<file path="config.mk">
export PLATFORM = sky130hd
export DESIGN_NAME = npp_partner_page
export DESIGN_NICKNAME = d
export VERILOG_FILES = /design/src/rtl/npp_pkg.sv /design/src/rtl/npp_partner_page.sv /design/src/rtl/npp_page_capture.sv /design/src/rtl/npp_irq.sv
export SDC_FILE = /design/constraint.sdc
export NUM_CORES = 1
export LEC_CHECK = 0
export BUFFER_PORTS_ARGS = -buffer_cell sky130_fd_sc_hd__buf_4
export CORE_ASPECT_RATIO = 0.7
export CORE_MARGIN = 4
export CORE_UTILIZATION = 45
export CTS_CLUSTER_SIZE = 30
export DETAILED_ROUTE_END_ITERATION = 10
export PLACE_DENSITY = 0.76
export SLEW_MARGIN = 40
export SYNTH_ARGS = -nofsm -noshare
export SYNTH_HDL_FRONTEND = slang
export SYNTH_SLANG_ARGS = --single-unit
</file>
<file path="constraint.sdc">
create_clock -name sys_clk -period 6.7 [get_ports sys_clk]
set_input_delay 0 -clock sys_clk [delete_from_list [all_inputs] [get_ports sys_clk]]
set_output_delay 0 -clock sys_clk [all_outputs]
set_load 0.02 [all_outputs]
</file>
<file path="src/rtl/npp_pkg.sv">
// Purpose: constants and types for the partner next-page register block
// Assumes: AXI4-Lite with 32-bit data, 8-bit byte address
// Notes: every offset is a byte address
// ==========
// Types
package npp_pkg;
  typedef logic [7:0] npp_addr_t;
  typedef logic [31:0] npp_data_t;
  typedef logic [15:0] npp_word_t;
  typedef logic [1:0] npp_resp_t;

  // ==========
  // Register map
  localparam npp_addr_t NPP_OFS_STATUS = 8'h00;
  localparam npp_addr_t NPP_OFS_MASK = 8'h04;
  localparam npp_addr_t NPP_OFS_WORD = 8'h08;
  localparam npp_addr_t NPP_OFS_CTRL = 8'h0C;
  localparam npp_addr_t NPP_OFS_INFO = 8'h10;

  // ==========
  // Page word fields
  localparam int unsigned NPP_BIT_MORE = 15;
  localparam int unsigned NPP_BIT_RSVD = 14;
  localparam int unsigned NPP_BIT_MSG = 13;
  localparam int unsigned NPP_BIT_ACK = 12;
  localparam int unsigned NPP_BIT_TOG = 11;
  localparam int unsigned NPP_CODE_HI = 10;
  localparam int unsigned NPP_CODE_LO = 0;
  localparam npp_word_t NPP_WORD_RST = 16'h0000;
  localparam npp_word_t NPP_RSVD_KEEP = 16'hBFFF;

  // ==========
  // Events, mask, control
  localparam int unsigned NPP_EV_W = 3;
  localparam int unsigned NPP_EV_PAGE = 0;
  localparam int unsigned NPP_EV_TOGGLE = 1;
  localparam int unsigned NPP_EV_LAST = 2;
  localparam logic [2:0] NPP_EV_RST = 3'h0;
  localparam logic [2:0] NPP_MASK_RST = 3'h0;
  localparam int unsigned NPP_CTRL_CAPTURE = 0;
  localparam logic NPP_CTRL_RST = 1'h1;
  localparam int unsigned NPP_INFO_EXPTOG = 0;
  localparam int unsigned NPP_INFO_ACTIVE = 1;

  localparam npp_resp_t NPP_RESP_OKAY = 2'h0;
  localparam npp_resp_t NPP_RESP_SLVERR = 2'h2;

  typedef enum logic [1:0] {
    NPP_WS_IDLE = 2'b00,
    NPP_WS_HAVE_AW = 2'b01,
    NPP_WS_HAVE_W = 2'b10,
    NPP_WS_RESP = 2'b11
  } npp_wst_e;
endpackage : npp_pkg

</file>
<file path="src/rtl/npp_partner_page.sv">
// Purpose: partner next-page word register behind an AXI4-Lite slave
// Assumes: page strobes come from auto-negotiation logic on sys_clk
// Notes: one write and one read under way at most
//
// Design decision made here: the AXI4-Lite slave port.
`timescale 1ns/1ns
module npp_partner_page (
  input wire logic sys_clk,
  input wire logic nrst,
  input wire logic ce,
  input wire logic base_valid,
  input wire logic base_toggle,
  input wire logic page_valid,
  input wire npp_pkg::npp_word_t page_word,
  output logic irq,
  input wire npp_pkg::npp_addr_t s_axi_awaddr,
  input wire logic s_axi_awvalid,
  output logic s_axi_awready,
  input wire npp_pkg::npp_data_t s_axi_wdata,
  input wire logic [3:0] s_axi_wstrb,
  input wire logic s_axi_wvalid,
  output logic s_axi_wready,
  output npp_pkg::npp_resp_t s_axi_bresp,
  output logic s_axi_bvalid,
  input wire logic s_axi_bready,
  input wire npp_pkg::npp_addr_t s_axi_araddr,
  input wire logic s_axi_arvalid,
  output logic s_axi_arready,
  output npp_pkg::npp_data_t s_axi_rdata,
  output npp_pkg::npp_resp_t s_axi_rresp,
  output logic s_axi_rvalid,
  input wire logic s_axi_rready
);
  import npp_pkg::*;

  // ==========
  // Address decode
  function automatic logic npp_mapped(input npp_addr_t a);
    npp_mapped = (a == NPP_OFS_STATUS) || (a == NPP_OFS_MASK) ||
      (a == NPP_OFS_WORD) || (a == NPP_OFS_CTRL) ||
      (a == NPP_OFS_INFO);
  endfunction : npp_mapped

  // ==========
  // State
  typedef struct packed {
    npp_wst_e wst;
    npp_addr_t awaddr;
    npp_data_t wdata;
    logic [3:0] wstrb;
    npp_resp_t bresp;
    logic rvalid;
    npp_resp_t rresp;
    npp_data_t rdata;
    logic capture_en;
  } npp_top_s;

  npp_top_s top_reg;
  npp_top_s top_next;

  npp_word_t word_q;
  logic exp_toggle;
  logic active;
  logic [NPP_EV_W-1:0] events;
  logic [NPP_EV_W-1:0] status;
  logic [NPP_EV_W-1:0] mask;
  logic aw_hs;
  logic w_hs;
  logic ar_hs;
  logic wr_do;
  npp_addr_t wr_addr;
  npp_data_t wr_data;
  logic [3:0] wr_strb;
  logic mask_we;
  logic status_rd;

  // ==========
  // Sub-blocks
  npp_page_capture u_capture (
    .sys_clk(sys_clk),
    .nrst(nrst),
    .ce(ce),
    .capture_en(top_reg.capture_en),
    .base_valid(base_valid),
    .base_toggle(base_toggle),
    .page_valid(page_valid),
    .page_word(page_word),
    .word_q(word_q),
    .exp_toggle(exp_toggle),
    .active(active),
    .events(events)
  );

  npp_irq u_irq (
    .sys_clk(sys_clk),
    .nrst(nrst),
    .ce(ce),
    .set_ev(events),
    .rd_clr(status_rd),
    .mask_we(mask_we),
    .mask_wdata(wr_data[NPP_EV_W-1:0]),
    .status(status),
    .mask(mask),
    .irq(irq)
  );

  // ==========
  // Handshakes
  // Ready drops with ce so nothing is taken while frozen
  always_comb begin
    s_axi_awready = ce && ((top_reg.wst == NPP_WS_IDLE) ||
      (top_reg.wst == NPP_WS_HAVE_W));
    s_axi_wready = ce && ((top_reg.wst == NPP_WS_IDLE) ||
      (top_reg.wst == NPP_WS_HAVE_AW));
    s_axi_bvalid = (top_reg.wst == NPP_WS_RESP);
    s_axi_arready = ce && !top_reg.rvalid;
  end

  assign aw_hs = s_axi_awvalid && s_axi_awready;
  assign w_hs = s_axi_wvalid && s_axi_wready;
  assign ar_hs = s_axi_arvalid && s_axi_arready;
  assign status_rd = ar_hs && (s_axi_araddr == NPP_OFS_STATUS);

  // Write is done once both address and data are held
  always_comb begin
    wr_addr = aw_hs ? s_axi_awaddr : top_reg.awaddr;
    wr_data = w_hs ? s_axi_wdata : top_reg.wdata;
    wr_strb = w_hs ? s_axi_wstrb : top_reg.wstrb;
    case (top_reg.wst)
      NPP_WS_IDLE: wr_do = aw_hs && w_hs;
      NPP_WS_HAVE_AW: wr_do = w_hs;
      NPP_WS_HAVE_W: wr_do = aw_hs;
      default: wr_do = 1'b0;
    endcase
    mask_we = wr_do && (wr_addr == NPP_OFS_MASK) && wr_strb[0];
  end

  // ==========
  // Next state
  always_comb begin
    top_next = top_reg;
    case (top_reg.wst)
      NPP_WS_IDLE: begin
        if (aw_hs && !w_hs) begin
          top_next.wst = NPP_WS_HAVE_AW;
        end else if (w_hs && !aw_hs) begin
          top_next.wst = NPP_WS_HAVE_W;
        end
      end
      NPP_WS_HAVE_AW: begin
        if (w_hs) begin
          top_next.wst = NPP_WS_RESP;
        end
      end
      NPP_WS_HAVE_W: begin
        if (aw_hs) begin
          top_next.wst = NPP_WS_RESP;
        end
      end
      NPP_WS_RESP: begin
        if (s_axi_bready) begin
          top_next.wst = NPP_WS_IDLE;
        end
      end
      default: top_next.wst = NPP_WS_IDLE;
    endcase
    if (aw_hs) begin
      top_next.awaddr = s_axi_awaddr;
    end
    if (w_hs) begin
      top_next.wdata = s_axi_wdata;
      top_next.wstrb = s_axi_wstrb;
    end
    if (wr_do) begin
      top_next.wst = NPP_WS_RESP;
      top_next.bresp = npp_mapped(wr_addr) ? NPP_RESP_OKAY :
        NPP_RESP_SLVERR;
      // Word, status and info are read-only: write is answered, dropped
      if ((wr_addr == NPP_OFS_CTRL) && wr_strb[0]) begin
        top_next.capture_en = wr_data[NPP_CTRL_CAPTURE];
      end
    end
    // Read side
    if (top_reg.rvalid && s_axi_rready) begin
      top_next.rvalid = 1'b0;
    end
    if (ar_hs) begin
      top_next.rvalid = 1'b1;
      top_next.rdata = '0;
      top_next.rresp = npp_mapped(s_axi_araddr) ? NPP_RESP_OKAY :
        NPP_RESP_SLVERR;
      case (s_axi_araddr)
        NPP_OFS_STATUS: top_next.rdata[NPP_EV_W-1:0] = status;
        NPP_OFS_MASK: top_next.rdata[NPP_EV_W-1:0] = mask;
        NPP_OFS_WORD: begin
          // Fields sit at their word positions
          top_next.rdata[15:0] = word_q;
          top_next.rdata[NPP_BIT_RSVD] = 1'b0;
        end
        NPP_OFS_CTRL: top_next.rdata[NPP_CTRL_CAPTURE] =
          top_reg.capture_en;
        NPP_OFS_INFO: begin
          top_next.rdata[NPP_INFO_EXPTOG] = exp_toggle;
          top_next.rdata[NPP_INFO_ACTIVE] = active;
        end
        default: top_next.rdata = '0;
      endcase
    end
  end

  always_ff @(posedge sys_clk) begin
    if (!nrst) begin
      top_reg <= '{NPP_WS_IDLE, 8'h00, 32'h0000_0000, 4'h0,
        NPP_RESP_OKAY, 1'b0, NPP_RESP_OKAY, 32'h0000_0000,
        NPP_CTRL_RST};
    end else if (ce) begin
      top_reg <= top_next;
    end
  end

  assign s_axi_bresp = top_reg.bresp;
  assign s_axi_rvalid = top_reg.rvalid;
  assign s_axi_rresp = top_reg.rresp;
  assign s_axi_rdata = top_reg.rdata;

  // ==========
  // Checks
  logic cap_take;
  assign cap_take = ce && page_valid && top_reg.capture_en;

  word_reset_a: assert property (
    @(posedge sys_clk) (nrst && !$past(nrst)) |->
      (word_q == NPP_WORD_RST))
    else $error("page word not zero after reset");

  rsvd_zero_a: assert property (
    @(posedge sys_clk) disable iff (!nrst)
      (word_q[NPP_BIT_RSVD] == 1'b0) &&
      !(s_axi_rvalid && s_axi_rdata[NPP_BIT_RSVD] &&
        $past(s_axi_araddr) == NPP_OFS_WORD && $rose(s_axi_rvalid)))
    else $error("reserved bit reads as one");

  word_load_a: assert property (
    @(posedge sys_clk) disable iff (!nrst)
      cap_take |=> (word_q == ($past(page_word) & NPP_RSVD_KEEP)))
    else $error("page word not loaded whole");

  word_hold_a: assert property (
    @(posedge sys_clk) disable iff (!nrst)
      !cap_take |=> $stable(word_q))
    else $error("page word changed without a page");

  first_toggle_a: assert property (
    @(posedge sys_clk) disable iff (!nrst)
      (ce && base_valid && !cap_take) |=>
        (exp_toggle == !$past(base_toggle)))
    else $error("first expected toggle wrong");

  next_toggle_a: assert property (
    @(posedge sys_clk) disable iff (!nrst)
      cap_take |=> (exp_toggle == !$past(page_word[NPP_BIT_TOG])))
    else $error("expected toggle did not alternate");

  page_status_a: assert property (
    @(posedge sys_clk) disable iff (!nrst)
      cap_take ##1 ce |=> status[NPP_EV_PAGE])
    else $error("page received not flagged");

  last_flag_a: assert property (
    @(posedge sys_clk) disable iff (!nrst)
      (cap_take && !page_word[NPP_BIT_MORE]) |=>
        events[NPP_EV_LAST] ##1 (!$past(ce) || status[NPP_EV_LAST]))
    else $error("last page not flagged");

  word_read_a: assert property (
    @(posedge sys_clk) disable iff (!nrst)
      (ar_hs && s_axi_araddr == NPP_OFS_WORD) |=>
        s_axi_rvalid && (s_axi_rdata[15:0] == $past(word_q)) &&
        (s_axi_rdata[31:16] == 16'h0000) &&
        (s_axi_rresp == NPP_RESP_OKAY))
    else $error("word read returned wrong data");

  field_read_a: assert property (
    @(posedge sys_clk) disable iff (!nrst)
      (ar_hs && s_axi_araddr == NPP_OFS_WORD) |=>
        (s_axi_rdata[NPP_BIT_MSG] == $past(word_q[NPP_BIT_MSG])) &&
        (s_axi_rdata[NPP_BIT_ACK] == $past(word_q[NPP_BIT_ACK])))
    else $error("page or comply flag misplaced");

  bad_write_a: assert property (
    @(posedge sys_clk) disable iff (!nrst)
      (wr_do && ce && !npp_mapped(wr_addr)) |=>
        s_axi_bvalid && (s_axi_bresp == NPP_RESP_SLVERR))
    else $error("unmapped write not refused");

  // Event path through the sticky status, not the output gate alone
  irq_level_a: assert property (
    @(posedge sys_clk) disable iff (!nrst)
      (ce && (|(events & mask)) && !mask_we) |=> irq)
    else $error("unmasked event raised no interrupt");

  irq_source_a: assert property (
    @(posedge sys_clk) disable iff (!nrst)
      $rose(irq) |-> $past(ce && (mask_we || (|events))))
    else $error("interrupt rose with no event");

  read_clear_a: assert property (
    @(posedge sys_clk) disable iff (!nrst)
      (status_rd && !(|events)) |=> (status == NPP_EV_RST))
    else $error("status not cleared by read");

  toggle_flag_a: assert property (
    @(posedge sys_clk) disable iff (!nrst)
      (cap_take && active) |=>
        (events[NPP_EV_TOGGLE] ==
          ($past(page_word[NPP_BIT_TOG]) != $past(exp_toggle))))
    else $error("toggle mismatch not flagged");

  word_write_a: assert property (
    @(posedge sys_clk) disable iff (!nrst)
      (wr_do && (wr_addr == NPP_OFS_WORD)) |=>
        s_axi_bvalid && (s_axi_bresp == NPP_RESP_OKAY) &&
        ((word_q == $past(word_q)) || $past(cap_take)))
    else $error("word write not ignored");

  // Freeze covers every register, not only the bus side
  frozen_state_a: assert property (
    @(posedge sys_clk) disable iff (!nrst)
      !ce |=> $stable(top_reg) && $stable(word_q) && $stable(status) &&
        $stable(mask) && $stable(exp_toggle) && $stable(active) &&
        $stable(events))
    else $error("state moved while clock enable low");
endmodule : npp_partner_page

</file>
<file path="src/rtl/npp_page_capture.sv">
// Purpose: holds the partner next-page word and tracks the toggle
// Assumes: page inputs come from logic on sys_clk
// Notes: event outputs are one-cycle pulses while ce is high, held while ce is low
`timescale 1ns/1ns
module npp_page_capture (
  input wire logic sys_clk,
  input wire logic nrst,
  input wire logic ce,
  input wire logic capture_en,
  input wire logic base_valid,
  input wire logic base_toggle,
  input wire logic page_valid,
  input wire npp_pkg::npp_word_t page_word,
  output npp_pkg::npp_word_t word_q,
  output logic exp_toggle,
  output logic active,
  output logic [npp_pkg::NPP_EV_W-1:0] events
);
  import npp_pkg::*;

  typedef struct packed {
    npp_word_t word;
    logic exp_tog;
    logic active;
    logic [NPP_EV_W-1:0] ev;
  } npp_cap_s;

  npp_cap_s cap_reg;
  npp_cap_s cap_next;

  always_comb begin
    cap_next = cap_reg;
    cap_next.ev = '0;
    if (base_valid) begin
      cap_next.exp_tog = ~base_toggle;
      cap_next.active = 1'b1;
    end
    if (page_valid && capture_en) begin
      // Whole word at once, reserved bit forced low
      cap_next.word = page_word & NPP_RSVD_KEEP;
      cap_next.ev[NPP_EV_PAGE] = 1'b1;
      cap_next.ev[NPP_EV_TOGGLE] = cap_reg.active &&
        (page_word[NPP_BIT_TOG] != cap_reg.exp_tog);
      cap_next.exp_tog = ~page_word[NPP_BIT_TOG];
      cap_next.ev[NPP_EV_LAST] = ~page_word[NPP_BIT_MORE];
      cap_next.active = page_word[NPP_BIT_MORE];
    end
  end

  always_ff @(posedge sys_clk) begin
    if (!nrst) begin
      cap_reg <= '{NPP_WORD_RST, 1'b0, 1'b0, NPP_EV_RST};
    end else if (ce) begin
      cap_reg <= cap_next;
    end
  end

  assign word_q = cap_reg.word;
  assign exp_toggle = cap_reg.exp_tog;
  assign active = cap_reg.active;
  assign events = cap_reg.ev;
endmodule : npp_page_capture

</file>
<file path="src/rtl/npp_irq.sv">
// Purpose: sticky event status, mask and interrupt level
// Assumes: rd_clr is one cycle, status sampled by the caller that cycle
// Notes: a set in the clearing cycle survives
`timescale 1ns/1ns
module npp_irq (
  input wire logic sys_clk,
  input wire logic nrst,
  input wire logic ce,
  input wire logic [npp_pkg::NPP_EV_W-1:0] set_ev,
  input wire logic rd_clr,
  input wire logic mask_we,
  input wire logic [npp_pkg::NPP_EV_W-1:0] mask_wdata,
  output logic [npp_pkg::NPP_EV_W-1:0] status,
  output logic [npp_pkg::NPP_EV_W-1:0] mask,
  output logic irq
);
  import npp_pkg::*;

  typedef struct packed {
    logic [NPP_EV_W-1:0] status;
    logic [NPP_EV_W-1:0] mask;
  } npp_irq_s;

  npp_irq_s irq_reg;
  npp_irq_s irq_next;

  always_comb begin
    irq_next = irq_reg;
    // Set wins over the read clear
    irq_next.status = (rd_clr ? '0 : irq_reg.status) | set_ev;
    if (mask_we) begin
      irq_next.mask = mask_wdata;
    end
  end

  always_ff @(posedge sys_clk) begin
    if (!nrst) begin
      irq_reg <= '{NPP_EV_RST, NPP_MASK_RST};
    end else if (ce) begin
      irq_reg <= irq_next;
    end
  end

  assign status = irq_reg.status;
  assign mask = irq_reg.mask;
  assign irq = |(irq_reg.status & irq_reg.mask);
endmodule : npp_irq

</file>
==> qor.csv <==
stage;metric;value;unit
status;status;finished clean;
floorplanning;Core Region;0.00593;sq mm
grt;pin count of the biggest net entering global routing;56;
logic_synthesis;largest family of logic cells by synthesized area;simple AND/OR/NAND/NOR gates;
logic_synthesis;mux cell area share after synthesis;6.00;%
place;HPWL after DPL;4580;microns
min_path;HP Class;input pin to flip-flop;
logic_synthesis;post-synthesis xor/xnor area fraction;0.307;%
clock_tree;clk slew on worst S/H paths;0.06;ns
logic_synthesis;Synth Area in Compound Gates;17.0;%
logic_synthesis;top-area cell type share of the netlist area;41.3;%
place;post-placement cell count;447;
timing;fin. max-slew vios;0;
logic_synthesis;Synth area leader;dfxtp_1;
drt;DR DRC count;0;
timing;RSZ-0062 raised after global routing;false;
grt;initial antenna violation count;0;
timing;setup_tns;0;ns
logic_synthesis;Yosys warnings;0;
power_and_ir_drop;VDD IR max;0.148;mV
worst_setup_path;WP data arrival;2.98;ns
drt;via count;2481;
drt;initial DRC count;155;
timing;Finish-stage setup viols;0;
floorplanning;Initial Util;48.2;%
finish;fin nets;499;
floorplanning;Core Rows;23;
timing;Tmin final;2.77;ns
floorplanning;DIE AREA;0.00771;sq mm
drt;Antenna Nets Post-Route;0;
clock_tree;clk buf depth;2;
worst_setup_path;worst path bufs/invs;2;
worst_setup_path;Data required, critical path;6.91;ns
worst_setup_path;Critical Path Max Stage Delay;0.40;ns
logic_synthesis;number of synthesized register bits;59;
clock_tree;CTS sink count;59;
logic_synthesis;ys flop type;dfxtp_1;
finish;Synth-to-Final Area Change;31.4;%
worst_setup_path;cells along the critical path;inv_1 -> ha_1 -> o211ai_4 -> inv_4 -> ha_1 -> a22o_1 -> o211ai_1 -> a21boi_4 -> nand3_2 -> mux2_1;
timing;fmax;361;MHz
logic_synthesis;top cells by instance count after synthesis;dfxtp_1, nand2_1, buf_4;
worst_setup_path;CP top delay family;compound AO/OA/AOI/OAI gates;
finish;Antenna Cells;0;
floorplanning;Die Wd;103;microns
clock_tree;clock root buffer;clkbuf_8;
floorplanning;IO Pins;121;
place;GP Congestion;0.776;
clock_tree;CTS buffer count;9;
drt;routed length per instance;13.6;microns
worst_setup_path;Worst setup SP type;flip-flop;
grt;Remaining Overflow, GRT;0;
drt;routed vias/inst;5.02;
logic_synthesis;simple-gate share of the synthesized area;18.7;%
timing;Setup Skew;0.00499;ns
grt;All-Layer GR Usage;18.0;%
logic_synthesis;EDFF count, synth;0;
worst_setup_path;crit path kind;flip-flop to flip-flop;
timing;relative slew slack;48.2;%
worst_setup_path;critical path peak fanout;13;
finish;Fillers;496;
worst_setup_path;nature of the critical path endpoint;flip-flop;
floorplanning;DIE HEIGHT;74.7;microns
clock_tree;Clk Latency, worst-skew pair;0.33;ns
worst_setup_path;Crit path top cell by count;ha_1;
logic_synthesis;synthesized instance count;337;
logic_synthesis;adder-cell share of the synthesized area;2.63;%
clock_tree;CTS tree;done;
timing;Least-Margin Pin Slew;0.774;ns
logic_synthesis;Async SR Flop Fraction;0;%
logic_synthesis;Synth Cell Area;0.00286;sq mm
power_and_ir_drop;Lkg Pwr;1.62;nW
logic_synthesis;cell with the most instances after synthesis;dfxtp_1;
logic_synthesis;Synth area leaders;dfxtp_1, buf_4, nand2_1;
logic_synthesis;distinct cell type count after synthesis;50;
grt;number of global-route vias before repair;2372;
finish;final std cells w/o fill;494;
finish;share of layout cells above drive strength 1;22.7;%
drt;Detailed Route WL;6710;microns
timing;Final Hold Fails;0;
power_and_ir_drop;pwr/cell area;264;mW/mm^2
logic_synthesis;sequential share of the synthesized area;41.3;%
flow_run;max_cap viols;0;
place;IO Port Bufs;68;
logic_synthesis;Syn Area/Cell;8.48;sq um
drt;DR pass1 iterations;5;
clock_tree;H-tree Lvls;3;
timing;period utilization;41.3;%
grt;global-route wire length before repair;10800;microns
worst_setup_path;Crit-path slowest cell;o211ai_4;
## cells in the final DEF (no fill, tap or decap), types with 2 or more instances in the layout
master	n
a21oi_1	33
a221oi_1	2
a222oi_1	2
a22oi_1	15
a31oi_1	2
a32oi_1	2
and2_1	2
buf_4	68
bufinv_16	3
clkbuf_8	10
clkinv_2	2
conb_1	19
dfxtp_1	59
dlygate4sd3_1	31
ha_1	6
inv_1	12
inv_4	2
mux2_1	2
mux2i_1	10
nand2_1	58
nand2b_1	2
nand3_1	4
nand3b_1	3
nor2_1	31
nor3_1	3
nor4b_1	3
o211ai_1	2
o21ai_0	7
or3_1	2
## timing repair
action / CTS / global route
setup buffers: 0 / 0
hold buffers: 31 / 0
hold endpoints to repair: 31 / 0
resized for setup: 0 / 0
## worst register-to-register path, cell delays in order, from the launching register on
cell and delay, ns:
dfxtp_1 0.39, inv_1 0.09, ha_1 0.34, o211ai_4 0.40, inv_4 0.16, ha_1 0.23
a22o_1 0.24, o211ai_1 0.25, a21boi_4 0.11, nand3_2 0.11, mux2_1 0.33
## cell type report
| type | instances | area (sq um) | share of cell area [%] |
|---|---|---|---|
| inverter | 14 | 57.6 | 1.53 |
| tap | 75 | 93.8 | 2.50 |
| clock inverter | 5 | 100 | 2.67 |
| clock buffer | 11 | 141 | 3.77 |
| timing repair buffer | 99 | 821 | 21.9 |
| sequential | 59 | 1180 | 31.5 |
| multi-input combinational | 231 | 1360 | 36.2 |
## logic make-up (layout without fill, tap and decap cells)
group,after synthesis,after routing
other,1,19
AND/OR/NAND/NOR,117,117
XOR/XNOR,1,1
buffers and inverters,65,129
multiplexers,15,15
flip-flops,59,59
adder cells (fa/ha/maj),6,6
AO/OA/AOI/OAI,73,73
## worst paths after layout
kind                  startpoint                   to  slack (ns)  cells after the start
max                  top_reg[82]        u_irq.mask[1]        3.93                     10
min              s_axi_araddr[1]       s_axi_rdata[1]        0.02                      4
max reg2reg          top_reg[82]        u_irq.mask[1]        3.93                     10
min reg2reg  u_capture.word_q[3]  u_capture.word_q[3]        0.45                      2
## per-stage QoR
| step | hold WS [ns] | total power, mW | setup WS, ns | cell area (sq um) | utilization (%) |
|---|---|---|---|---|---|
| 3_3_place_gp | 0.249 | 0.585 | 4.01 | 3190 | 53.8 |
| 4_1_cts | 0.0100 | 0.998 | 3.93 | 3750 | 63.2 |
| 6_report | 0.0152 | 0.992 | 3.93 | 3750 | 63.3 |
| 2_1_floorplan | 0.136 | 0.548 | 4.16 | 2920 | - |
| 3_5_place_dp | 0.259 | 0.592 | 3.94 | 3200 | 53.9 |
| 5_1_grt | 0.00955 | 1.04 | 3.73 | 3750 | 63.3 |
## metal layers
| metal | routed length, microns | track usage [%] | share of wire (%) |
|---|---|---|---|
| met1 | 3190 | 24.5 | 47 |
| met2 | 3000 | 28.0 | 45 |
| met3 | 490 | 5.09 | 7.3 |
| met4 | 36 | 5.60 | 0.54 |
| met5 | 0 | 0 | 0 |
## where the power goes
group          total [mW]  internal [mW]  leakage (nW)  switching (mW)
registers           0.385          0.372         0.480          0.0135
clock network       0.392          0.256         0.123           0.136
logic               0.215         0.0935          1.02           0.121
total               0.992          0.721          1.62           0.271
(Power assumes the default switching activity.)
